[config.mk]
export PLATFORM = sky130hd
export DESIGN_NAME = uta_regs
export DESIGN_NICKNAME = d
export VERILOG_FILES = /design/src/uta_pkg.sv /design/src/uta_regs.sv
export SDC_FILE = /design/constraint.sdc
export NUM_CORES = 1
export LEC_CHECK = 0
export BUFFER_PORTS_ARGS = -buffer_cell sky130_fd_sc_hd__buf_2
export CAP_MARGIN = 20
export CORE_MARGIN = 2
export CORE_UTILIZATION = 30
export DETAILED_ROUTE_END_ITERATION = 6
export GPL_TIMING_DRIVEN = 0
export PLACE_DENSITY = 0.43
export SETUP_SLACK_MARGIN = 0.3
export SYNTH_ARGS = -nofsm -noshare
export SYNTH_HDL_FRONTEND = slang
export SYNTH_SLANG_ARGS = --single-unit
[constraint.sdc]
create_clock -name clk -period 6.3 [get_ports clk]
set_clock_uncertainty 0.1 [all_clocks]
set_input_delay 0.63 -clock clk [delete_from_list [all_inputs] [get_ports clk]]
set_output_delay 0.63 -clock clk [all_outputs]
set_load 0.02 [all_outputs]
[src/uta_pkg.sv]
// Package for the serial transceiver auxiliary timing register block.
// Assumes a plain strobe-based register port with word-sized offsets.
package uta_pkg;
	// ==========================================================
	// Register offsets
	localparam logic [7:0] OFF_IDLE    = 8'h00;
	localparam logic [7:0] OFF_GUARD   = 8'h04;
	localparam logic [7:0] OFF_RATIO   = 8'h08;
	localparam logic [7:0] OFF_ERRS    = 8'h0C;
	localparam logic [7:0] OFF_IRFILT  = 8'h10;
	localparam logic [7:0] OFF_CTRL    = 8'h14;
	localparam logic [7:0] OFF_STATUS  = 8'h18;
	localparam logic [7:0] OFF_MASK    = 8'h1C;
	// ==========================================================
	// Field widths and reset values
	localparam int IDLE_W  = 16;
	localparam int GUARD_W = 8;
	localparam int RATIO_W = 11;
	localparam int ERRS_W  = 8;
	localparam int IRF_W   = 8;
	localparam logic [10:0] RATIO_RST = 11'h174;
	// Control register bits
	localparam int CTRL_RESTART = 0;
	localparam int CTRL_CARD    = 1;
	// Status bits
	localparam int ST_TIMEOUT = 0;
	localparam int ST_ERRSAT  = 1;
	localparam int ST_W       = 2;

	typedef struct packed {
		logic        wr;
		logic        rd;
		logic [7:0]  addr;
		logic [31:0] wdata;
	} uta_bus_t;
endpackage : uta_pkg

[src/uta_regs.sv]
// Auxiliary timing registers: idle time-out, guard time, card clock
// divider, card error tally and infrared filter setting.
// Assumes a bit-period tick from the baud generator and synchronous pins.
//
// Summary of operation
// - Idle limit zero disables the receive time-out entirely.
// - Idle limit N gives a time-out after N bit periods.
// - Guard value zero inserts no gap between characters.
// - Guard value N inserts N bit periods between characters.
// - In card mode a zero ratio stops the baud output.
// - In card mode baud is card clock divided by ratio.
// - Card transfer errors are counted into the error field.
// - Reading the error register returns the count and clears it.
// - The infrared filter setting drives the demodulator filter.
// - Time-out flag sets after idle delay from restart, held until restart or a zero idle limit.
//
// The address map and strobed register access were left to the implementer.
`timescale 1ns/10ps
module uta_regs
	import uta_pkg::*;
#(
	parameter int IDLE_BITS = IDLE_W
) (
	// Clock, reset, enable
	input  wire logic        clk,
	input  wire logic        rstn,
	input  wire logic        clkEn,
	// Register port
	input  wire logic [7:0]  addr,
	input  wire logic [31:0] wdata,
	input  wire logic        wrStb,
	input  wire logic        rdStb,
	output logic      [31:0] rdata,
	// Transceiver side
	input  wire logic        bitTick,
	input  wire logic        rxActive,
	input  wire logic        stopBitDone,
	input  wire logic        cardClkEdge,
	input  wire logic        cardError,
	output logic             guardHold,
	output logic             cardBaudTick,
	output logic [7:0]       irFilter,
	output logic             irq
);
	// ==========================================================
	// Reset synchroniser
	logic rstMeta_q;
	logic rstSync_q;
	always_ff @(posedge clk or negedge rstn) begin
		if (!rstn) begin
			rstMeta_q <= 1'b0;
			rstSync_q <= 1'b0;
		end else begin
			rstMeta_q <= 1'b1;
			rstSync_q <= rstMeta_q;
		end
	end
	wire logic rs = rstSync_q;

	uta_bus_t bus;
	assign bus = '{wr: wrStb, rd: rdStb, addr: addr, wdata: wdata};

	// ==========================================================
	// Register file
	logic [IDLE_BITS-1:0] idleDelayValue_q, idleDelayValue_d;
	logic [GUARD_W-1:0]   guardDelayValue_q, guardDelayValue_d;
	logic [RATIO_W-1:0]   cardClockDivisor_q, cardClockDivisor_d;
	logic [IRF_W-1:0]     irFilter_q, irFilter_d;
	logic                 cardMode_q, cardMode_d;
	logic [ST_W-1:0]      mask_q, mask_d;
	logic                 restartCmd;
	always_comb begin
		idleDelayValue_d   = idleDelayValue_q;
		guardDelayValue_d  = guardDelayValue_q;
		cardClockDivisor_d = cardClockDivisor_q;
		irFilter_d         = irFilter_q;
		cardMode_d         = cardMode_q;
		mask_d             = mask_q;
		restartCmd         = 1'b0;
		if (bus.wr) begin
			case (bus.addr)
				OFF_IDLE:   idleDelayValue_d = bus.wdata[IDLE_BITS-1:0];
				OFF_GUARD:  guardDelayValue_d = bus.wdata[GUARD_W-1:0];
				OFF_RATIO:  cardClockDivisor_d = bus.wdata[RATIO_W-1:0];
				OFF_IRFILT: irFilter_d = bus.wdata[IRF_W-1:0];
				OFF_CTRL: begin
					cardMode_d = bus.wdata[CTRL_CARD];
					restartCmd = bus.wdata[CTRL_RESTART];
				end
				OFF_MASK:   mask_d = bus.wdata[ST_W-1:0];
				default:    ;
			endcase
		end
	end
	always_ff @(posedge clk or negedge rs) begin
		if (!rs) begin
			idleDelayValue_q   <= '0;
			guardDelayValue_q  <= '0;
			cardClockDivisor_q <= RATIO_RST;
			irFilter_q         <= '0;
			cardMode_q         <= 1'b0;
			mask_q             <= '0;
		end else if (clkEn) begin
			idleDelayValue_q   <= idleDelayValue_d;
			guardDelayValue_q  <= guardDelayValue_d;
			cardClockDivisor_q <= cardClockDivisor_d;
			irFilter_q         <= irFilter_d;
			cardMode_q         <= cardMode_d;
			mask_q             <= mask_d;
		end
	end

	// ==========================================================
	// Receive idle time-out
	logic [IDLE_BITS-1:0] idleCnt_q, idleCnt_d;
	logic                 idleRun_q, idleRun_d;
	logic                 timeoutEv;
	always_comb begin
		idleCnt_d = idleCnt_q;
		idleRun_d = idleRun_q;
		timeoutEv = 1'b0;
		if (idleDelayValue_q == '0) begin
			idleRun_d = 1'b0;
			idleCnt_d = '0;
		end else if (restartCmd) begin
			idleRun_d = 1'b1;
			idleCnt_d = '0;
		end else if (idleRun_q && rxActive) begin
			idleCnt_d = '0;
		end else if (idleRun_q && bitTick) begin
			if (idleCnt_q + 1'b1 == idleDelayValue_q) begin
				timeoutEv = 1'b1;
				idleRun_d = 1'b0;
			end
			idleCnt_d = idleCnt_q + 1'b1;
		end
	end
	always_ff @(posedge clk or negedge rs) begin
		if (!rs) begin
			idleCnt_q <= '0;
			idleRun_q <= 1'b0;
		end else if (clkEn) begin
			idleCnt_q <= idleCnt_d;
			idleRun_q <= idleRun_d;
		end
	end

	// ==========================================================
	// Transmit guard time
	logic [GUARD_W-1:0] guardCnt_q, guardCnt_d;
	logic               guardHold_q, guardHold_d;
	always_comb begin
		guardCnt_d  = guardCnt_q;
		guardHold_d = guardHold_q;
		if (stopBitDone && guardDelayValue_q != '0) begin
			guardHold_d = 1'b1;
			guardCnt_d  = '0;
		end else if (guardHold_q && bitTick) begin
			if (guardCnt_q + 1'b1 >= guardDelayValue_q)
				guardHold_d = 1'b0;
			guardCnt_d = guardCnt_q + 1'b1;
		end
		if (guardDelayValue_q == '0)
			guardHold_d = 1'b0;
	end
	always_ff @(posedge clk or negedge rs) begin
		if (!rs) begin
			guardCnt_q  <= '0;
			guardHold_q <= 1'b0;
		end else if (clkEn) begin
			guardCnt_q  <= guardCnt_d;
			guardHold_q <= guardHold_d;
		end
	end

	// ==========================================================
	// Card clock divider, counts card clock edges
	logic [RATIO_W-1:0] divCnt_q, divCnt_d;
	logic               baud_q, baud_d;
	always_comb begin
		divCnt_d = divCnt_q;
		baud_d   = 1'b0;
		if (!cardMode_q || cardClockDivisor_q == '0) begin
			divCnt_d = '0;
		end else if (cardClkEdge) begin
			if (divCnt_q + 1'b1 >= cardClockDivisor_q) begin
				divCnt_d = '0;
				baud_d   = 1'b1;
			end else begin
				divCnt_d = divCnt_q + 1'b1;
			end
		end
	end
	always_ff @(posedge clk or negedge rs) begin
		if (!rs) begin
			divCnt_q <= '0;
			baud_q   <= 1'b0;
		end else if (clkEn) begin
			divCnt_q <= divCnt_d;
			baud_q   <= baud_d;
		end
	end

	// ==========================================================
	// Error tally, status, read port
	logic [ERRS_W-1:0] errCnt_q, errCnt_d;
	logic [ST_W-1:0]   status_q, status_d;
	logic [31:0]       rdata_q, rdata_d;
	logic              irq_q, irq_d;
	logic              errSatEv;
	always_comb begin
		errCnt_d = errCnt_q;
		errSatEv = 1'b0;
		rdata_d  = '0;
		status_d = status_q;
		if (bus.rd) begin
			case (bus.addr)
				OFF_IDLE:   rdata_d[IDLE_BITS-1:0] = idleDelayValue_q;
				OFF_GUARD:  rdata_d[GUARD_W-1:0] = guardDelayValue_q;
				OFF_RATIO:  rdata_d[RATIO_W-1:0] = cardClockDivisor_q;
				OFF_ERRS:   rdata_d[ERRS_W-1:0] = errCnt_q;
				OFF_IRFILT: rdata_d[IRF_W-1:0] = irFilter_q;
				OFF_CTRL:   rdata_d[CTRL_CARD] = cardMode_q;
				OFF_STATUS: rdata_d[ST_W-1:0] = status_q;
				OFF_MASK:   rdata_d[ST_W-1:0] = mask_q;
				default:    rdata_d = '0;
			endcase
		end
		if (bus.rd && bus.addr == OFF_ERRS)
			errCnt_d = '0;
		if (bus.rd && bus.addr == OFF_STATUS)
			status_d[ST_ERRSAT] = 1'b0;
		if (restartCmd || idleDelayValue_q == '0)
			status_d[ST_TIMEOUT] = 1'b0;
		// count card errors; error after read-clear counts as one
		if (cardError && cardMode_q) begin
			if (errCnt_d != '1)
				errCnt_d = errCnt_d + 1'b1;
			else
				errSatEv = 1'b1;
		end
		// Sets win over clears
		if (timeoutEv)
			status_d[ST_TIMEOUT] = 1'b1;
		if (errSatEv)
			status_d[ST_ERRSAT] = 1'b1;
		irq_d = |(status_d & mask_d);
	end
	always_ff @(posedge clk or negedge rs) begin
		if (!rs) begin
			errCnt_q <= '0;
			status_q <= '0;
			rdata_q  <= '0;
			irq_q    <= 1'b0;
		end else if (clkEn) begin
			errCnt_q <= errCnt_d;
			status_q <= status_d;
			rdata_q  <= rdata_d;
			irq_q    <= irq_d;
		end
	end

	assign rdata        = rdata_q;
	assign guardHold    = guardHold_q;
	assign cardBaudTick = baud_q;
	assign irFilter     = irFilter_q;
	assign irq          = irq_q;
endmodule : uta_regs

==> flow_summary_export.csv, run 1 <==
group,metric,value,unit
synth,synthFlopType,"dfrtp_1",
synth,synth.most_common_cell,"dfrtp_1",
die,start_util,30.6,%
flow_run,maxCapViolations,0,
global_routing,use_met3,3.44,%
routing,wl,19600,microns
synth,yosys.area.top_type_share,40.3,%
timing,setup_viol,0,
die,core_area,0.0219,sq mm
routing,route.detailed.drc,0,
synth,synthMuxAreaShare,10.3,%
worst_setup_path,timing_worst_setup_path_type,"register to register",
cts,clk_latency,0.42,ns
synth,synth_xor_area_share,4.31,%
routing,drtIter0Drc,422,
cts,root_buffer,"clkbuf_16",
placed_design,dpl_worst_slack,2.63,ns
cts,hold_buffers,1,
cells_and_area,fillCellCount,2247,
routing,ant_nets,0,
timing,min_period,3.68,ns
cts,cts_tree,"done",
synth,synth_cells,676,
routing,routedWlPerCell,18.4,microns
die,die_x,154,microns
routing,vias,5555,
synth,synth_edf_count,0,
global_routing,grt_pass1_vias,5594,
die,num_rows,54,
pwr,total_leakage_power,3.72,nW
timing,finalSetupTns,0,ns
global_routing,grt_pass1_wl,31100,microns
status,run_status,"completed",
cells_and_area,diodes,0,
cells_and_area,final_util,37.0,%
synth,yosys-top-cells-area,"dfrtp_1, mux2_2, ha_1",
synth,synth_area,0.00671,sq mm
global_routing,antenna_found_initial,0,
timing,fmax,272,MHz
cts,clkSinkCount,113,
worst_setup_path,critical_path_required,6.53,ns
cts,cts_setup_buffers,0,
worst_setup_path,cp_max_fo,10,
placed_design,dpl.hpwl,14700,microns
pwr,irDropWorstVdd,0.000198,V
synth,yosysTopAreaCell,"dfrtp_1",
routing,viasPerCell,5.23,
synth,synth_adder_area_share,4.29,%
global_routing,grt_use_total,16.9,%
placed_design,port_buffers,57,
cells_and_area,drive_gt1_share,23.8,%
timing,period_share,58.4,%
synth,synth-compound-area-share,15.7,%
cells_and_area,stdcell_count,1063,
global_routing,grt_max_degree,62,
placed_design,placed_cell_area,0.00743,sq mm
cts,clockBufferDepth,2,
cts,cts_max_level,4,
worst_setup_path,startpoint_type,"register",
synth,synth-simple-area-share,16.8,%
synth,yosysSeqAreaShare,42.2,%
cells_and_area,area_growth,20.6,%
timing,rsz0062_at_grt,"false",
cells_and_area,nNetsFinal,843,
die,io_pins,93,
timing,finalHoldViolCount,0,
placed_design,place_inst,1029,
cts,cts.reportedPaths.clkPinSlew,0.05,ns
timing,layout_setup_ws,2.62,ns
global_routing,grt.met1_usage,23.1,%
synth,synth_top_family_by_area,"simple AND/OR/NAND/NOR gates",
global_routing,grt_busiest_layer,"met2",
worst_setup_path,critPathArrivalTime,3.91,ns
pwr,total_power,2.06,mW
cts,cts_resized,0,
global_routing,globalRouteOverflowTotal,0,
cts,cts_buffers,17,
timing,tightest_slew,0.800,ns
timing,maxSlewHeadroom,46.1,%
timing,report.final.slew_viol_count,0,
global_routing,met2_usage,26.7,%
cells_and_area,final_cell_area,0.00809,sq mm
die,die_h,154,microns
routing,drtPass1Iterations,5,
synth,async_reset_ff_share,100,%
worst_setup_path,endpoint_kind,"register",
pwr,p_per_area,254,mW/mm^2
synth,synth_common_cells,"dfrtp_1, nand2_1, o21ai_0, mux2_2, nor2_1",
synth,synth_warnings,0,
worst_hold_path,worstHoldPathType,"register to register",
timing,holdWs,0.269,ns
synth,ys_ff_latch,113,
placed_design,gp_congestion,0.833,
synth,synth_area_per_cell,9.92,sq um
die,die_area,0.0236,sq mm
synth,ys_types,68,
-- power by group --
part           switching, mW  internal [mW]
registers             0.0358          0.749
logic                  0.118         0.0831
clock network          0.347          0.723
total                  0.501           1.55
-- registers in the layout, indices dropped and copies added, names as in the netlist --
name                count
idleCnt_q              16
idleDelayValue_q       16
rdata                  16
cardClockDivisor_q     11
divCnt_q               11
errCnt_q                8
guardCnt_q              8
guardDelayValue_q       8
irFilter                8
mask_q                  2
status_q                2
cardBaudTick            1
cardMode_q              1
guardHold               1
idleRun_q               1
irq                     1
rs                      1
rstMeta_q               1
-- worst max-delay path, stage by stage (launching register included) --
cell,delay [ns]
dfrtp_1,0.43
ha_1,0.25
nand3_1,0.16
nor2_1,0.24
and3_1,0.26
xor2_1,0.11
ha_1,0.20
or4_1,0.49
a211oi_1,0.23
o21ai_1,0.15
a211oi_2,0.47
buf_4,0.27
nand2_1,0.06
a31oi_1,0.16
-- layout make-up --
type / instances / area (sq um) / area share [%]
Inverter: 28 / 105 / 1.30
Tap cell: 280 / 350 / 4.33
Sequential cell: 113 / 2840 / 35.1
Timing Repair Buffer: 60 / 328 / 4.05
Buffer: 46 / 307 / 3.79
Clock buffer: 23 / 468 / 5.78
Clock inverter: 9 / 179 / 2.21
Multi-Input combinational cell: 504 / 3520 / 43.5
-- kinds of logic after synthesis --
family	Yosys count
flip-flops	113
other	2
buffers and inverters	74
AND/OR/NAND/NOR	211
AO/OA/AOI/OAI	159
XOR/XNOR	33
multiplexers	61
adder cells (fa/ha/maj)	23
-- cells in the final DEF, fill, tap and decap left out, types with 19 or more instances in the layout --
cell / instances
dfrtp_1: 107
a21oi_1: 26
o21ai_0: 55
ha_1: 23
mux2_2: 45
nand3_1: 26
nor2_1: 35
buf_2: 70
nand2_1: 55
buf_4: 19
inv_1: 28
-- metal layers --
layer  vias up  share of wire [%]
met5         -                  0
met4         0                2.2
met3        28                3.1
met2       129                 46
met1      2749                 49
li1       2649                  -
-- final timing paths --
kind / from / slack [ns] / to / depth (start not counted)
max: divCnt_q[0] / 2.62 / divCnt_q[7] / 13
min: rstMeta_q / 0.27 / rs / 0
max reg2reg: divCnt_q[0] / 2.62 / divCnt_q[7] / 13
min reg2reg: rstMeta_q / 0.27 / rs / 0
max in group asynchronous: rs / 5.01 / cardClockDivisor_q[2] / 1
min in group asynchronous: rs / 0.29 / errCnt_q[6] / 0
No activity file was read; power rests on OpenSTA's default activity.
==> inputs of run 2 (changes only) <==
--- a/config.mk
+++ b/config.mk
@@ -11,7 +11,7 @@
 export CORE_UTILIZATION = 30
 export DETAILED_ROUTE_END_ITERATION = 6
 export GPL_TIMING_DRIVEN = 0
-export PLACE_DENSITY = 0.43
+export PLACE_DENSITY = 0.45
 export SETUP_SLACK_MARGIN = 0.3
 export SYNTH_ARGS = -nofsm -noshare
 export SYNTH_HDL_FRONTEND = slang
==> constraint.sdc (replaced) <==
create_clock -name clk -period 3.3 [get_ports clk]
set_clock_uncertainty 0.1 [all_clocks]
set_input_delay 0.33 -clock clk [delete_from_list [all_inputs] [get_ports clk]]
set_output_delay 0.33 -clock clk [all_outputs]
set_load 0.02 [all_outputs]
==> flow_summary_export.csv, run 2 (synthesis gave the netlist of run 1 again) <==
group,metric,value,unit
die,die_h,154,microns
cts,cts_tree,"done",
placed_design,port_buffers,57,
cts,clkSinkCount,113,
die,io_pins,93,
worst_setup_path,startpoint,"divCnt_q[0]",
timing,setup_viol,0,
worst_hold_path,min_to,"idleDelayValue_q[10]",
routing,drtIter0Drc,342,
cts,cts_buffers,17,
routing,viasPerCell,5.26,
cts,clockBufferDepth,2,
routing,vias,5656,
placed_design,placed_cell_area,0.00746,sq mm
worst_setup_path,timing_worst_setup_path_type,"register to register",
cells_and_area,drive_gt1_share,27.3,%
worst_setup_path,worst-r2r-setup-slack,0.30,ns
routing,wl,19500,microns
pwr,p_per_area,469,mW/mm^2
die,num_rows,54,
die,start_util,30.6,%
worst_setup_path,startpoint_type,"register",
global_routing,grt_use_total,16.8,%
worst_hold_path,hp-start,"wdata[10]",
cells_and_area,stdcell_count,1075,
cells_and_area,final_common_cell,"dfrtp_1",
routing,route.detailed.drc,0,
routing,ant_nets,0,
die,die_area,0.0236,sq mm
flow_run,maxCapViolations,0,
cells_and_area,area_growth,23.4,%
worst_setup_path,critical_path_required,3.53,ns
pwr,total_leakage_power,3.77,nW
worst_setup_path,reg2reg_to,"divCnt_q[2]",
cts,cts.reportedPaths.clkPinSlew,0.06,ns
timing,maxSlewHeadroom,46.2,%
global_routing,grt_max_degree,68,
placed_design,gp_congestion,0.858,
timing,period_share,91.0,%
worst_hold_path,worstHoldPathType,"input pin to register",
timing,fmax,333,MHz
cells_and_area,nNetsFinal,855,
worst_setup_path,reg2reg_from,"divCnt_q[0]",
cells_and_area,multi_input_area,0.00361,sq mm
timing,tightest_slew,0.807,ns
cts,root_buffer,"clkbuf_16",
cells_and_area,fillCellCount,2238,
die,core_area,0.0219,sq mm
worst_setup_path,endpoint_kind,"register",
cells_and_area,area.sequential,0.00284,sq mm
cts,clk_latency,0.42,ns
timing,min_period,3.00,ns
timing,report.final.slew_viol_count,0,
status,run_status,"completed",
timing,holdWs,0.0412,ns
cells_and_area,final_cell_area,0.00828,sq mm
timing,finalHoldViolCount,0,
timing,rsz0062_at_grt,"true",
global_routing,globalRouteOverflowTotal,0,
worst_setup_path,reg2regPathDepth,13,
global_routing,grt_pass1_vias,5556,
placed_design,dpl.hpwl,14600,microns
global_routing,antenna_found_initial,0,
worst_setup_path,cp_max_fo,6,
placed_design,place_inst,1029,
worst_setup_path,critPathArrivalTime,3.24,ns
cts,cts_max_level,4,
worst_hold_path,holdPathStages,3,
cells_and_area,diodes,0,
die,die_x,154,microns
global_routing,grt_pass1_wl,31100,microns
routing,drtPass1Iterations,5,
routing,routedWlPerCell,18.1,microns
cells_and_area,final_cell_mix,"dfrtp_1, buf_2, nand2_1",
pwr,irDropWorstVdd,0.000389,V
run 2: cell types whose count changed in the layout (fill, tap and decap cells not counted), moves of 3 or more:
cell	change
buf_4	+9
buf_6	+3
clkbuf_1	-4
clkinvlp_4	+3
dfrtp_1	-3
dfrtp_2	+3
run 2: area by class of cell:
type,count,share of cell area [%]
inverter,28,1.27
timing repair buffer,72,5.14
multi-input combinational,504,43.6
clock buffer,19,5.47
sequential,113,34.3
clock inverter,13,2.24
buffer,46,3.75
tap,280,4.23
run 2: where the power goes:
part / internal, mW / total (mW) / switching, mW
combinational: 0.163 / 0.391 / 0.228
clock: 1.30 / 1.99 / 0.690
sequential: 1.43 / 1.50 / 0.0690
total: 2.89 / 3.88 / 0.987
run 2: worst max-delay path, stage by stage, from the launching register on:
cell and delay [ns]:
dfrtp_2 0.44, ha_4 0.18, nand3_4 0.10, nor2_4 0.05, and3_4 0.18, xor2_1 0.15, ha_2 0.19, or4_4 0.49
a211oi_2 0.19, o21ai_2 0.12, a211oi_4 0.34, buf_6 0.17, nand2b_1 0.06, a31oi_1 0.16
run 2: worst max-delay path by stage:
stage / cells after the start / slack (ns) / end
floorplan: 13 / 0.33 / divCnt_q[7]
global placement: 13 / -0.06 / divCnt_q[7]
detailed placement: 13 / -0.12 / divCnt_q[7]
CTS: 13 / 0.31 / divCnt_q[5]
global route: 13 / 0.16 / divCnt_q[8]
finish: 13 / 0.30 / divCnt_q[2]
run 2: repair_timing:
| item | 4_1_cts | 5_1_grt |
|---|---|---|
| buffers inserted | 9 | 2 |
| cloned | 1 | 0 |
| hold buffers | 1 | 0 |
| resized for setup | 12 | 8 |
| hold endpoints to repair | 2 | 0 |
| setup endpoints to repair | 11 | 15 |
| pin swaps | 7 | 3 |
run 2: per-layer routing:
metal	global-route usage [%]	up-vias	wire [microns]
met2	26.9	153	9080
met5	0	-	0
met3	2.85	26	712
met4	5.59	0	378
li1	-	2679	-
met1	23.2	2798	9320
run 2: stage by stage:
stage / worst slack [ns] / power [mW] / TNS [ns] / utilization [%]
after floorplan: 0.330 / 1.77 / 0 / -
after detailed placement: -0.116 / 1.91 / -0.341 / 34.1
after CTS: 0.313 / 3.91 / 0 / 37.6
after global placement: -0.0554 / 1.90 / -0.155 / 34.0
after global routing: 0.156 / 4.05 / 0 / 37.8
final: 0.295 / 3.88 / 0 / 37.8
